$ cat config.mk
export PLATFORM = sky130hd
export DESIGN_NAME = dpmb_host
export DESIGN_NICKNAME = d
export VERILOG_FILES = /design/src/shared/dpmb_pkg.sv /design/src/rtl/dpmb_sync.sv /design/src/rtl/dpmb_host.sv
export VERILOG_INCLUDE_DIRS = /design/src /design/src/shared
export SDC_FILE = /design/constraint.sdc
export NUM_CORES = 1
export LEC_CHECK = 0
export ABC_AREA = 1
export BUFFER_PORTS_ARGS = -buffer_cell sky130_fd_sc_hd__buf_2
export CAP_MARGIN = 20
export CORE_MARGIN = 10
export CORE_UTILIZATION = 28
export CTS_CLUSTER_DIAMETER = 40
export DETAILED_ROUTE_END_ITERATION = 10
export GPL_ROUTABILITY_DRIVEN = 0
export HOLD_SLACK_MARGIN = 0.02
export REMOVE_ABC_BUFFERS = 1
export SLEW_MARGIN = 20
export SYNTH_ARGS = -nofsm -noshare
export SYNTH_HDL_FRONTEND = slang
export SYNTH_SLANG_ARGS = --single-unit
$ cat constraint.sdc
create_clock -name clk -period 2 [get_ports clk]
set_clock_uncertainty 0.2 [all_clocks]
set_input_delay 0.5 -clock clk [delete_from_list [all_inputs] [get_ports clk]]
set_output_delay 0.5 -clock clk [all_outputs]
set_load 0.01 [all_outputs]
$ cat src/shared/dpmb_consts.svh
`ifndef DPMB_CONSTS_SVH
`define DPMB_CONSTS_SVH

// ****************************************************************
// Clock and pin timing
// ****************************************************************
`define DPMB_CLK_PS 5000
`define DPMB_T_SETUP_NS 5
`define DPMB_T_STROBE_NS 25
`define DPMB_T_RECOVER_NS 10
`define DPMB_NS_TO_CYC(ns) (((ns) * 1000 + `DPMB_CLK_PS - 1) / `DPMB_CLK_PS)
`define DPMB_SYNC_STAGES 2
`define DPMB_CNT_W 4

// ****************************************************************
// Device layout
// ****************************************************************
`define DPMB_ADDR_W 11
`define DPMB_DATA_W 8
`define DPMB_SEM_SEL_W 3
`define DPMB_SEM_REQUEST 1'b0
`define DPMB_SEM_RELEASE 1'b1
`define DPMB_MAX_RETRY 8
`define DPMB_RETRY_W 4

`endif

$ cat src/shared/dpmb_pkg.sv
package dpmb_pkg;

  typedef enum logic [2:0] {
    OP_MEM_RD,
    OP_MEM_WR,
    OP_MAIL_SEND,
    OP_MAIL_READ,
    OP_SEM_TAKE,
    OP_SEM_GIVE,
    OP_SEM_READ
  } dpmb_op_t;

  typedef enum logic [1:0] {
    ST_IDLE,
    ST_SETUP,
    ST_STROBE,
    ST_HOLD
  } dpmb_state_t;

endpackage : dpmb_pkg

$ cat src/rtl/dpmb_sync.sv
`timescale 1ns/1ps
`default_nettype none
`include "dpmb_consts.svh"

module dpmb_sync #(
  parameter int WIDTH = 1,
  parameter logic [WIDTH-1:0] RESET_VAL = '0
) (
  input wire logic clk,
  input wire logic rst_b,
  input wire logic [WIDTH-1:0] d,
  output logic [WIDTH-1:0] q
);

  logic [WIDTH-1:0] meta;

  // First stage feeds only the second
  always_ff @(posedge clk or negedge rst_b) begin
    if (!rst_b) begin
      meta <= RESET_VAL;
      q <= RESET_VAL;
    end else begin
      meta <= d;
      q <= meta;
    end
  end

endmodule : dpmb_sync
`default_nettype wire

$ cat src/rtl/dpmb_host.sv
`timescale 1ns/1ps
`default_nettype none
`include "dpmb_consts.svh"

// What this block does
// - Select held asserted for every access
// - Semaphore select plus low address bits
// - Request by writing 0, held till 1
// - Only owner writing 1 releases
// - New read cycle to see update

module dpmb_host #(
  parameter bit IS_LEFT = 1'b1,
  parameter int ADDR_W = `DPMB_ADDR_W,
  parameter int DATA_W = `DPMB_DATA_W,
  parameter int MAX_RETRY = `DPMB_MAX_RETRY
) (
  input wire logic clk,
  input wire logic rst_b,
  input wire logic cmd_valid,
  output logic cmd_ready,
  input wire dpmb_pkg::dpmb_op_t cmd_op,
  input wire logic [ADDR_W-1:0] cmd_addr,
  input wire logic [DATA_W-1:0] cmd_wdata,
  output logic rsp_valid,
  output logic [DATA_W-1:0] rsp_rdata,
  output logic rsp_busy,
  output logic rsp_granted,
  output logic mail_pending,
  output logic [ADDR_W-1:0] dp_addr,
  input wire logic [DATA_W-1:0] dp_dq_i,
  output logic [DATA_W-1:0] dp_dq_o,
  output logic dp_dq_oe,
  output logic dp_ce_n,
  output logic dp_rw_n,
  output logic dp_oe_n,
  output logic sem_select_n,
  input wire logic dp_busy_n,
  input wire logic mail_irq_n
);

  // ****************************************************************
  // Timing
  // ****************************************************************
  localparam logic [`DPMB_CNT_W-1:0] SETUP_CYC = `DPMB_CNT_W'(`DPMB_NS_TO_CYC(`DPMB_T_SETUP_NS));
  // Strobe stretched to cover the input synchroniser
  localparam logic [`DPMB_CNT_W-1:0] STROBE_CYC =
    `DPMB_CNT_W'(`DPMB_NS_TO_CYC(`DPMB_T_STROBE_NS) + `DPMB_SYNC_STAGES);
  localparam logic [`DPMB_CNT_W-1:0] RECOVER_CYC =
    `DPMB_CNT_W'(`DPMB_NS_TO_CYC(`DPMB_T_RECOVER_NS));
  localparam logic [`DPMB_CNT_W-1:0] CNT_ONE = `DPMB_CNT_W'(1);
  localparam logic [`DPMB_RETRY_W-1:0] RETRY_LIM = `DPMB_RETRY_W'(MAX_RETRY);
  localparam logic [`DPMB_RETRY_W-1:0] RETRY_ONE = `DPMB_RETRY_W'(1);

  // ****************************************************************
  // Mailbox addresses
  // ****************************************************************
  localparam logic [ADDR_W-1:0] TOP_ADDR = {ADDR_W{1'b1}};
  localparam logic [ADDR_W-1:0] NEXT_ADDR = {{(ADDR_W-1){1'b1}}, 1'b0};
  // Where this port sends, and where its incoming mail sits
  localparam logic [ADDR_W-1:0] SEND_ADDR = IS_LEFT ? TOP_ADDR : NEXT_ADDR;
  localparam logic [ADDR_W-1:0] RECV_ADDR = IS_LEFT ? NEXT_ADDR : TOP_ADDR;

  // ****************************************************************
  // Pin synchronisers
  // ****************************************************************
  logic [DATA_W+1:0] pin_sync;

  dpmb_sync #(
    .WIDTH(DATA_W + 2),
    .RESET_VAL({2'b11, {DATA_W{1'b0}}})
  ) u_sync (
    .clk(clk),
    .rst_b(rst_b),
    .d({dp_busy_n, mail_irq_n, dp_dq_i}),
    .q(pin_sync)
  );

  wire logic busy_s = ~pin_sync[DATA_W+1];
  wire logic irq_s = ~pin_sync[DATA_W];
  wire logic [DATA_W-1:0] dq_s = pin_sync[DATA_W-1:0];

  // ****************************************************************
  // Sequencer
  // ****************************************************************
  dpmb_pkg::dpmb_state_t state, next_state;
  dpmb_pkg::dpmb_op_t op, next_op;
  logic [`DPMB_CNT_W-1:0] cnt, next_cnt;
  logic [`DPMB_RETRY_W-1:0] retry, next_retry;
  logic is_wr, next_is_wr;
  logic is_sem, next_is_sem;
  logic take_rd, next_take_rd;
  logic cap_busy, next_cap_busy;
  logic [DATA_W-1:0] cap_data, next_cap_data;
  logic next_cmd_ready, next_rsp_valid, next_rsp_busy, next_rsp_granted;
  logic [DATA_W-1:0] next_rsp_rdata;
  logic [ADDR_W-1:0] next_dp_addr;
  logic [DATA_W-1:0] next_dp_dq_o;
  logic next_dp_dq_oe, next_dp_ce_n, next_dp_rw_n, next_dp_oe_n, next_sem_select_n;

  always_comb begin
    next_state = state;
    next_op = op;
    next_cnt = cnt;
    next_retry = retry;
    next_is_wr = is_wr;
    next_is_sem = is_sem;
    next_take_rd = take_rd;
    next_cap_busy = cap_busy;
    next_cap_data = cap_data;
    next_cmd_ready = cmd_ready;
    next_rsp_valid = 1'b0;
    next_rsp_rdata = rsp_rdata;
    next_rsp_busy = rsp_busy;
    next_rsp_granted = rsp_granted;
    next_dp_addr = dp_addr;
    next_dp_dq_o = dp_dq_o;
    next_dp_dq_oe = dp_dq_oe;
    next_dp_ce_n = dp_ce_n;
    next_dp_rw_n = dp_rw_n;
    next_dp_oe_n = dp_oe_n;
    next_sem_select_n = sem_select_n;
    unique case (state)
      dpmb_pkg::ST_IDLE: begin
        if (cmd_valid && cmd_ready) begin
          next_op = cmd_op;
          next_cmd_ready = 1'b0;
          next_retry = '0;
          next_take_rd = 1'b0;
          next_cnt = SETUP_CYC;
          next_state = dpmb_pkg::ST_SETUP;
          next_is_sem = (cmd_op == dpmb_pkg::OP_SEM_TAKE) || (cmd_op == dpmb_pkg::OP_SEM_GIVE)
            || (cmd_op == dpmb_pkg::OP_SEM_READ);
          next_is_wr = (cmd_op == dpmb_pkg::OP_MEM_WR) || (cmd_op == dpmb_pkg::OP_MAIL_SEND)
            || (cmd_op == dpmb_pkg::OP_SEM_TAKE) || (cmd_op == dpmb_pkg::OP_SEM_GIVE);
          next_dp_dq_o = cmd_wdata;
          next_dp_addr = cmd_addr;
          unique case (cmd_op)
            dpmb_pkg::OP_MAIL_SEND: next_dp_addr = SEND_ADDR;
            dpmb_pkg::OP_MAIL_READ: next_dp_addr = RECV_ADDR;
            // Latch index on low bits; rest of address parked at zero
            dpmb_pkg::OP_SEM_TAKE: begin
              next_dp_addr = {{(ADDR_W-`DPMB_SEM_SEL_W){1'b0}}, cmd_addr[`DPMB_SEM_SEL_W-1:0]};
              next_dp_dq_o = {{(DATA_W-1){1'b0}}, `DPMB_SEM_REQUEST};
            end
            dpmb_pkg::OP_SEM_GIVE: begin
              next_dp_addr = {{(ADDR_W-`DPMB_SEM_SEL_W){1'b0}}, cmd_addr[`DPMB_SEM_SEL_W-1:0]};
              next_dp_dq_o = {{(DATA_W-1){1'b0}}, `DPMB_SEM_RELEASE};
            end
            dpmb_pkg::OP_SEM_READ: begin
              next_dp_addr = {{(ADDR_W-`DPMB_SEM_SEL_W){1'b0}}, cmd_addr[`DPMB_SEM_SEL_W-1:0]};
            end
            default: begin
            end
          endcase
        end
      end
      dpmb_pkg::ST_SETUP: begin
        next_dp_dq_oe = is_wr;
        if (cnt == CNT_ONE) begin
          // Exactly one select low: memory or semaphore cycle
          next_dp_ce_n = is_sem;
          next_sem_select_n = ~is_sem;
          next_dp_rw_n = ~is_wr;
          next_dp_oe_n = is_wr;
          next_cnt = STROBE_CYC;
          next_state = dpmb_pkg::ST_STROBE;
        end else begin
          next_cnt = cnt - CNT_ONE;
        end
      end
      dpmb_pkg::ST_STROBE: begin
        if (cnt == CNT_ONE) begin
          next_cap_data = dq_s;
          next_cap_busy = busy_s;
          next_dp_ce_n = 1'b1;
          next_sem_select_n = 1'b1;
          next_dp_rw_n = 1'b1;
          next_dp_oe_n = 1'b1;
          next_cnt = RECOVER_CYC;
          next_state = dpmb_pkg::ST_HOLD;
        end else begin
          next_cnt = cnt - CNT_ONE;
        end
      end
      dpmb_pkg::ST_HOLD: begin
        if (cnt == CNT_ONE) begin
          next_dp_dq_oe = 1'b0;
          next_cnt = SETUP_CYC;
          if (cap_busy && !is_sem && retry != RETRY_LIM &&
              (op == dpmb_pkg::OP_MAIL_SEND || op == dpmb_pkg::OP_MAIL_READ)) begin
            // Busy access was dropped by the device; repeat with select toggled
            next_retry = retry + RETRY_ONE;
            next_state = dpmb_pkg::ST_SETUP;
          end else if (op == dpmb_pkg::OP_SEM_TAKE && !take_rd) begin
            // Follow the request with a fresh read, no lockout needed
            next_take_rd = 1'b1;
            next_is_wr = 1'b0;
            next_state = dpmb_pkg::ST_SETUP;
          end else begin
            next_rsp_valid = 1'b1;
            next_rsp_rdata = cap_data;
            next_rsp_busy = cap_busy && !is_sem;
            // Zero on bit 0 means this port owns the latch
            next_rsp_granted = is_sem && !is_wr && !cap_data[0];
            next_cmd_ready = 1'b1;
            next_state = dpmb_pkg::ST_IDLE;
          end
        end else begin
          next_cnt = cnt - CNT_ONE;
        end
      end
    endcase
  end

  always_ff @(posedge clk or negedge rst_b) begin
    if (!rst_b) begin
      state <= dpmb_pkg::ST_IDLE;
      op <= dpmb_pkg::OP_MEM_RD;
      cnt <= '0;
      retry <= '0;
      is_wr <= 1'b0;
      is_sem <= 1'b0;
      take_rd <= 1'b0;
      cap_busy <= 1'b0;
      cap_data <= '0;
      cmd_ready <= 1'b1;
      rsp_valid <= 1'b0;
      rsp_rdata <= '0;
      rsp_busy <= 1'b0;
      rsp_granted <= 1'b0;
      mail_pending <= 1'b0;
      dp_addr <= '0;
      dp_dq_o <= '0;
      dp_dq_oe <= 1'b0;
      dp_ce_n <= 1'b1;
      dp_rw_n <= 1'b1;
      dp_oe_n <= 1'b1;
      sem_select_n <= 1'b1;
    end else begin
      state <= next_state;
      op <= next_op;
      cnt <= next_cnt;
      retry <= next_retry;
      is_wr <= next_is_wr;
      is_sem <= next_is_sem;
      take_rd <= next_take_rd;
      cap_busy <= next_cap_busy;
      cap_data <= next_cap_data;
      cmd_ready <= next_cmd_ready;
      rsp_valid <= next_rsp_valid;
      rsp_rdata <= next_rsp_rdata;
      rsp_busy <= next_rsp_busy;
      rsp_granted <= next_rsp_granted;
      mail_pending <= irq_s;
      dp_addr <= next_dp_addr;
      dp_dq_o <= next_dp_dq_o;
      dp_dq_oe <= next_dp_dq_oe;
      dp_ce_n <= next_dp_ce_n;
      dp_rw_n <= next_dp_rw_n;
      dp_oe_n <= next_dp_oe_n;
      sem_select_n <= next_sem_select_n;
    end
  end

endmodule : dpmb_host
`default_nettype wire

* Yosys cells after proc, flatten, opt, wreduce, memory -nomap -nowiden
Index checks and enable logic that the tools add are counted.
Word-level totals: flip-flop bits (word level) 82, memories kept 0, latch bits 0, memory bits (writable) 0, memory bits (read-only) 0
Operators by class: equality and inequality tests 22, shifts and indexed selects 0, divide/modulo/power cells 0, reductions and logical operators 31, add/sub/neg operators 2, multipliers 0, $lt $le $gt $ge 0, bitwise logic cells 6, multiplexer cells 47
Operators with widths (number):
- $pmux 11 s3 | 1
- $mux 4 | 7
- $mux 1 | 23
- $ne 2x2->1 const B | 8
- $pmux 1 s2 | 8
- $pmux 4 s4 | 1
- $pmux 8 s2 | 1
- $eq 3x2->1 const B | 4
- $eq 3x3->1 const B | 4
- $reduce_and 4->1 | 3
- $reduce_and 5->1 | 2
- $mux 2 | 4
- $pmux 2 s4 | 1
- $pmux 4 s2 | 1
- $logic_and 1x1->1 | 7
- $logic_or 1x1->1 | 6
- $not 1->1 | 6
- $reduce_and 2->1 | 3
- $reduce_bool 2->1 | 3
- $add 4x1->4 const B | 1
- $eq 2x2->1 const B | 2
- $eq 4x1->1 const B | 1
- $logic_not 1->1 | 4
- $ne 4x4->1 const B | 1
- 6 further kinds | 6

* Longest topological paths before layout
Gate-level depths: netlist (run 1).
depth after elaboration 7, mapped depth 10

* Modules after synthesis
Synthesis (run 1) repeated with hierarchy kept, for this count alone.
Second synthesis, totals: cells, all modules 350, area total of the unflattened synthesis 3410.8 µm²
By module, submodules not included:
- dpmb_host | instances 1, area an instance 2905.3 µm², cells each 330
- dpmb_sync | instances 1, area an instance 505.5 µm², cells each 20

* Least setup slack after synthesis (run 1)
OpenSTA, ideal clock, no wires.
kind register -> register, start point register state[0], end point register dp_addr[1], clock period less this slack 1633 ps, data arrival time 1314 ps, setup slack 367 ps, buffers on the path 2, library setup time 119 ps, stages on the path, launching flop included 9, cell sequence dfrtp_1 -> inv_1 -> ha_1 -> nand3_1 -> buf_4 -> inv_4 -> buf_4 -> o22ai_1 -> inv_1
Between the ends: cells in the longest elaborated chain, start to end 2
Ends and longest elaborated chain:
- from (decl) | line dpmb_host.sv:86 | dpmb_pkg::dpmb_state_t state, next_state;
- from (signal assigned) | line dpmb_host.sv:218 | state <= dpmb_pkg::ST_IDLE;
- from (signal assigned) | line dpmb_host.sv:241 | state <= next_state;
- $logic_not 2->1 | line dpmb_host.sv:123 | unique case (state)
- $reduce_and 2->1 (no source line)
- to (signal assigned) | line dpmb_host.sv:256 | dp_addr <= next_dp_addr;
- to (decl) | line dpmb_host.sv:30 | output logic [ADDR_W-1:0] dp_addr,
Every way passes these cells. A chain may end at the register's enable or synchronous reset.

* Worst setup path after layout (run 1)
start point register state[1], end point register dp_addr[1]
The elaborated chain is that of the path after synthesis.

==> impl_metrics.tcl, run 1 <==
set metrics [dict create \
    hold_path_depth 1 \
    crit_type "reg -> reg" \
    globalRouteMet2Util_pct 13.1 \
    p_leak_nw 2.23 \
    drtIter0Drc 124 \
    ant_nets 0 \
    crit_path_max_incr_delay_ns 0.43 \
    drt-total-wl_mm 7.53 \
    synth_top_cell_area_share_pct 53.7 \
    crit_chain "inv_1 -> ha_2 -> nand3_2 -> buf_4 -> nor2_4 -> inv_1 -> o22ai_1 -> inv_1" \
    ys_warn_count 0 \
    portBuffers 71 \
    drc 0 \
    pin_count 72 \
    status "finished clean" \
    diodes 0 \
    via_count 2578 \
    cts_max_level 3 \
    postSynthCellCount 342 \
    hold_end "u_sync.meta[9]" \
    worst-path-max-fanout 12 \
    synth_top_flop_cell "dfrtp_1" \
    use_met3_pct 4.54 \
    min_from "dp_busy_n" \
    cts_tree "done" \
    dieArea_um2 17000 \
    clock_sinks 82 \
    root_buffer "clkbuf_16" \
    busiest_layer "met2" \
    peakVddDrop_uv 342 \
    crit_slowest_cell "dfrtp_1" \
    clk_latency_ns 0.33 \
    overflow 0 \
    nets 468 \
    synth_area_leaders "dfrtp_1 54%, nand2_1 11%, dfstp_2 7.0%, nand3_1 4.4%, ha_1 3.3%" \
    die_w_um 130 \
    crit_required_ns 2.02 \
    first_pass_iters 4 \
    grt.total_usage_pct 9.18 \
    total_power_mw 3.45 \
    drv_slew 0 \
    grt_setup_unrepaired "false" \
    synth_edf_count 0 \
    finalSetupViolCount 0 \
    ys_ff_latch 82 \
    fin_crit_ns 1.80 \
    cts_buffers 9 \
    tns_ns 0 \
    antenna_found_initial 1 \
    r2r-start "state[1]" \
    routed_via_density 4.48 \
    clk_pin_slew_ns 0.06 \
    max_cap_violations 0 \
    start_kind "flop" \
    wl_per_cell_um 13.1 \
    area_delta_synth_final_pct 25.9 \
    hold_viol_final 0 \
    slew_headroom_pct 73.5 \
    endpoint_kind "flop" \
    fin_crit_sh_pct 89.9 \
    fill_cells 1199 \
    crit_top_cell "inv_1" \
    drive_above_1_share_pct 28.7 \
    fmax_ghz 0.556 \
    r2r_cells 8 \
    worstPathArrival_ns 1.82 \
    synth-seq-area-share_pct 60.6 \
    cts_buffer_depth 2 \
    grt_pass1_vias 2578 \
    grt_pass1_wl_mm 12.5 \
    avgSynthCellArea_um2 9.95 \
    worstMarginPinSlew_ns 0.397 \
    synthTopCellsByCount "103 x nand2_1, 73 x dfrtp_1, 30 x nand3_1, 29 x inv_1, 16 x o21ai_0" \
    place_hpwl_mm 5.70 \
    async_flop_share_pct 100 \
    rows 40 \
    r2r-end "dp_addr[1]" \
    core_um2 12000 \
    syn-cell-area_um2 3400 \
    die_h_um 130 \
    ff2ff_setup_slack_ns 0.20 \
    power.density_nw_per_um2 805 \
    min_path_type "in -> reg" \
    start_util_pct 28.4 \
    yosysMostFrequentCell "nand2_1" \
    ys_types 33 \
    synth_area_leader_cell "dfrtp_1" \
    use_met1_pct 11.7 \
    grt_max_degree 41 \
]
==> state kept, by name, summed over array words and instances, names as in the netlist, 2 cells and up <==
| register | count |
|---|---|
| u_sync.meta | 10 |
| dp_addr | 11 |
| rsp_rdata | 8 |
| cnt | 4 |
| u_sync.q | 10 |
| op | 3 |
| dp_dq_o | 8 |
| cap_data | 8 |
| state | 2 |
| retry | 4 |
==> metal layers <==
metal | part of all wire, % | routed length, um
met3 | 9.2 | 693
met2 | 42 | 3160
met5 | 0.093 | 7
met4 | 1.0 | 77
met1 | 48 | 3590
==> where the power goes <==
group / internal (mW) / switching (mW)
clock: 1.01 / 0.653
combinational: 0.0367 / 0.0586
sequential: 1.68 / 0.00586
==> worst max-delay path, delay by kind of cell (launching register included) <==
kind                       cells  cell delay (ns)
adders and majority gates      1             0.22
DFF                            1             0.43
and+or+nand+nor                2             0.24
AOI/OAI and AO/OA              1             0.11
buffers and inverters          4             0.47
==> cells by family (layout without fill, tap and decap cells) <==
logic type | Yosys count | in the layout | share of synthesized area (%)
and+or+nand+nor | 165 | 165 | 21.3
DFF | 82 | 82 | 60.6
AOI/OAI and AO/OA | 42 | 42 | 8.17
buffers and inverters | 42 | 129 | 6.10
adders and majority gates | 9 | 9 | 3.31
xor gates and xnor gates | 2 | 2 | 0.515
==> layout by cell type (no fill, tap or decap), types with 3 or more instances in the layout <==
| cell | instances |
|---|---|
| nand2_1 | 103 |
| dfrtp_1 | 72 |
| buf_2 | 70 |
| inv_1 | 29 |
| nand3_1 | 28 |
| o21ai_0 | 16 |
| nand4_1 | 11 |
| nor2_1 | 10 |
| a2bb2oi_1 | 9 |
| clkbuf_16 | 9 |
| dfstp_2 | 9 |
| buf_4 | 9 |
| ha_1 | 7 |
| o21ai_1 | 5 |
| nor3_1 | 3 |
| o21a_1 | 3 |
==> worst max-delay path by stage <==
stage | start | end | slack, ns | depth (start not counted)
after floorplan | state[0] | is_wr | 0.02 | 9
after global placement | state[0] | is_wr | 0.05 | 8
after detailed placement | state[0] | is_wr | 0.07 | 8
after CTS | state[0] | is_wr | 0.03 | 8
after global routing | state[1] | is_wr | 0.02 | 9
final | state[1] | dp_addr[1] | 0.20 | 8
==> area by class of cell <==
cell class | count | area, um2 | area share [%]
sequential | 82 | 2060 | 48.2
multi-input combinational | 218 | 1160 | 27.0
timing repair buffer | 81 | 448 | 10.5
clock buffer | 11 | 243 | 5.67
tap | 147 | 184 | 4.29
inverter | 32 | 126 | 2.95
clock inverter | 5 | 61.3 | 1.43
==> through the flow <==
stage	util (%)	instances	hold slack [ns]	cell area (um2)	worst slack, ns
2_1_floorplan	-	332	0.00441	3320	0.0164
3_3_place_gp	32.8	557	0.136	3930	0.0547
3_5_place_dp	32.8	557	0.136	3930	0.0650
4_1_cts	35.5	574	0.0508	4240	0.0316
5_1_grt	35.8	576	0.0518	4280	0.0197
6_report	35.8	576	0.0646	4280	0.201
==> repair_timing <==
action,in CTS,in global routing
endpoints found under the setup margin,0,22
buffers inserted,0,2
hold buffers,1,0
hold endpoints to repair,18,0
resized for setup,0,6
No activity file was read; power rests on OpenSTA's default activity.
==> inputs of run 2 (changes only) <==
--- a/config.mk
+++ b/config.mk
@@ -11,6 +11,7 @@
 export CAP_MARGIN = 20
 export CORE_MARGIN = 10
 export CORE_UTILIZATION = 28
+export CTS_BUF_LIST = sky130_fd_sc_hd__clkbuf_8
 export CTS_CLUSTER_DIAMETER = 40
 export DETAILED_ROUTE_END_ITERATION = 10
 export GPL_ROUTABILITY_DRIVEN = 0
==> impl_metrics.tcl, run 2 (synthesized netlist as in run 1, its figures left out) <==
set metrics [dict create \
    status "finished clean" \
    p_leak_nw 2.20 \
    drv_slew 0 \
    die_h_um 130 \
    drt-total-wl_mm 7.53 \
    portBuffers 71 \
    die_w_um 130 \
    ant_nets 0 \
    crit_required_ns 2.03 \
    cts_buffers 9 \
    start_util_pct 28.4 \
    pin_count 72 \
    power.density_nw_per_um2 715 \
    worst-path-max-fanout 12 \
    clk_pin_slew_ns 0.09 \
    final_cell_mix "103 x nand2_1, 72 x dfrtp_1, 70 x buf_2" \
    grt.total_usage_pct 9.17 \
    tns_ns 0 \
    largest_reg_flops 11 \
    min_from "dp_dq_i[0]" \
    drc 0 \
    dp.cells 557 \
    utilization_pct 35.1 \
    root_buffer "clkbuf_8" \
    fill_cells 1210 \
    hold_end "u_sync.meta[0]" \
    first_pass_iters 4 \
    r2r_cells 8 \
    cts_max_level 3 \
    r2r-start "state[1]" \
    top_regs "dp_addr (11), u_sync.meta (10), u_sync.q (10)" \
    crit_type "reg -> reg" \
    cts_tree "done" \
    via_count 2556 \
    fmax_ghz 0.554 \
    grt_max_degree 41 \
    nets 470 \
    clk_latency_ns 0.34 \
    drive_above_1_share_pct 28.5 \
    finalSetupViolCount 0 \
    overflow 0 \
    ff2ff_setup_slack_ns 0.19 \
    layout_commonest_cell "nand2_1" \
    hold_path_depth 1 \
    antenna_found_initial 0 \
    grt_pass1_wl_mm 12.4 \
    dieArea_um2 17000 \
    min_path_type "in -> reg" \
    fin_crit_ns 1.81 \
    diodes 0 \
    clock_sinks 82 \
    place_hpwl_mm 5.70 \
    worstPathArrival_ns 1.84 \
    peakVddDrop_uv 255 \
    rows 40 \
    grt_pass1_vias 2568 \
    worstMarginPinSlew_ns 0.386 \
    area_delta_synth_final_pct 23.5 \
    drtIter0Drc 114 \
    holdWs_ns 0.0590 \
    instances_no_fill 578 \
    slew_headroom_pct 74.3 \
    top_register "dp_addr" \
    wl_per_cell_um 13.0 \
    endpoint_kind "flop" \
    start_kind "flop" \
    grt_setup_unrepaired "false" \
    total_power_mw 3.00 \
    fin_crit_sh_pct 90.3 \
    hold_viol_final 0 \
    cts_buffer_depth 2 \
    r2r-end "dp_addr[1]" \
    routed_via_density 4.42 \
    core_um2 12000 \
    max_cap_violations 0 \
]
==> run 2: cell types whose count changed in the layout (fill, tap and decap cells not counted) <==
cell           change
clkbuf_16          -9
clkbuf_8           +9
dlygate4sd3_1      +2
clkbuf_1           -1
inv_1              +1
==> run 2: routing by layer <==
layer	global-route usage, %	routed length (um)
met5	0	0
met4	4.10	57
met3	4.10	733
met2	13.1	3180
met1	11.6	3560
==> run 2: final cells by class <==
class | count | area (um2) | area share, %
repair buffers | 83 | 468 | 11.1
multi-input cells | 218 | 1160 | 27.5
inverters | 32 | 126 | 3.01
flip-flops and latches | 82 | 2060 | 49.1
clock inverters | 6 | 65.1 | 1.55
clock buffers | 10 | 138 | 3.28
well taps | 147 | 184 | 4.38
==> run 2: where the power goes <==
group          internal [mW]  switching, mW  total (mW)
clock network          0.614          0.603        1.22
logic                 0.0393         0.0594      0.0987
registers               1.68        0.00591        1.69
total                   2.33          0.669        3.00
==> run 2: how the worst max path moves through the flow <==
stage,end,slack [ns],from,cells after the start
detailed placement,is_wr,0.07,state[0],8
CTS,is_wr,0.02,state[0],8
global route,is_wr,0.01,state[1],9
finish,dp_addr[1],0.19,state[1],8
floorplan,is_wr,0.02,state[0],9
global placement,is_wr,0.05,state[0],8
==> run 2: stage by stage <==
step | cell area, um2 | worst slack (ns)
after floorplan | 3320 | 0.0164
after global placement | 3930 | 0.0547
after detailed placement | 3930 | 0.0650
after CTS | 4150 | 0.0243
after global routing | 4200 | 0.0119
final | 4200 | 0.193
==> run 2: worst max-delay path, cell delays in order (launching register included) <==
cell     delay [ns]
dfrtp_1        0.44
inv_1          0.16
ha_2           0.22
nand3_2        0.10
buf_4          0.20
nor2_4         0.14
inv_1          0.06
o22ai_1        0.11
inv_1          0.05
==> run 2: timing repair <==
item	4_1_cts	5_1_grt
resized for setup	0	6
endpoints found under the hold margin	19	1
hold buffers	2	1
setup buffers	0	2
setup endpoints to repair	0	24
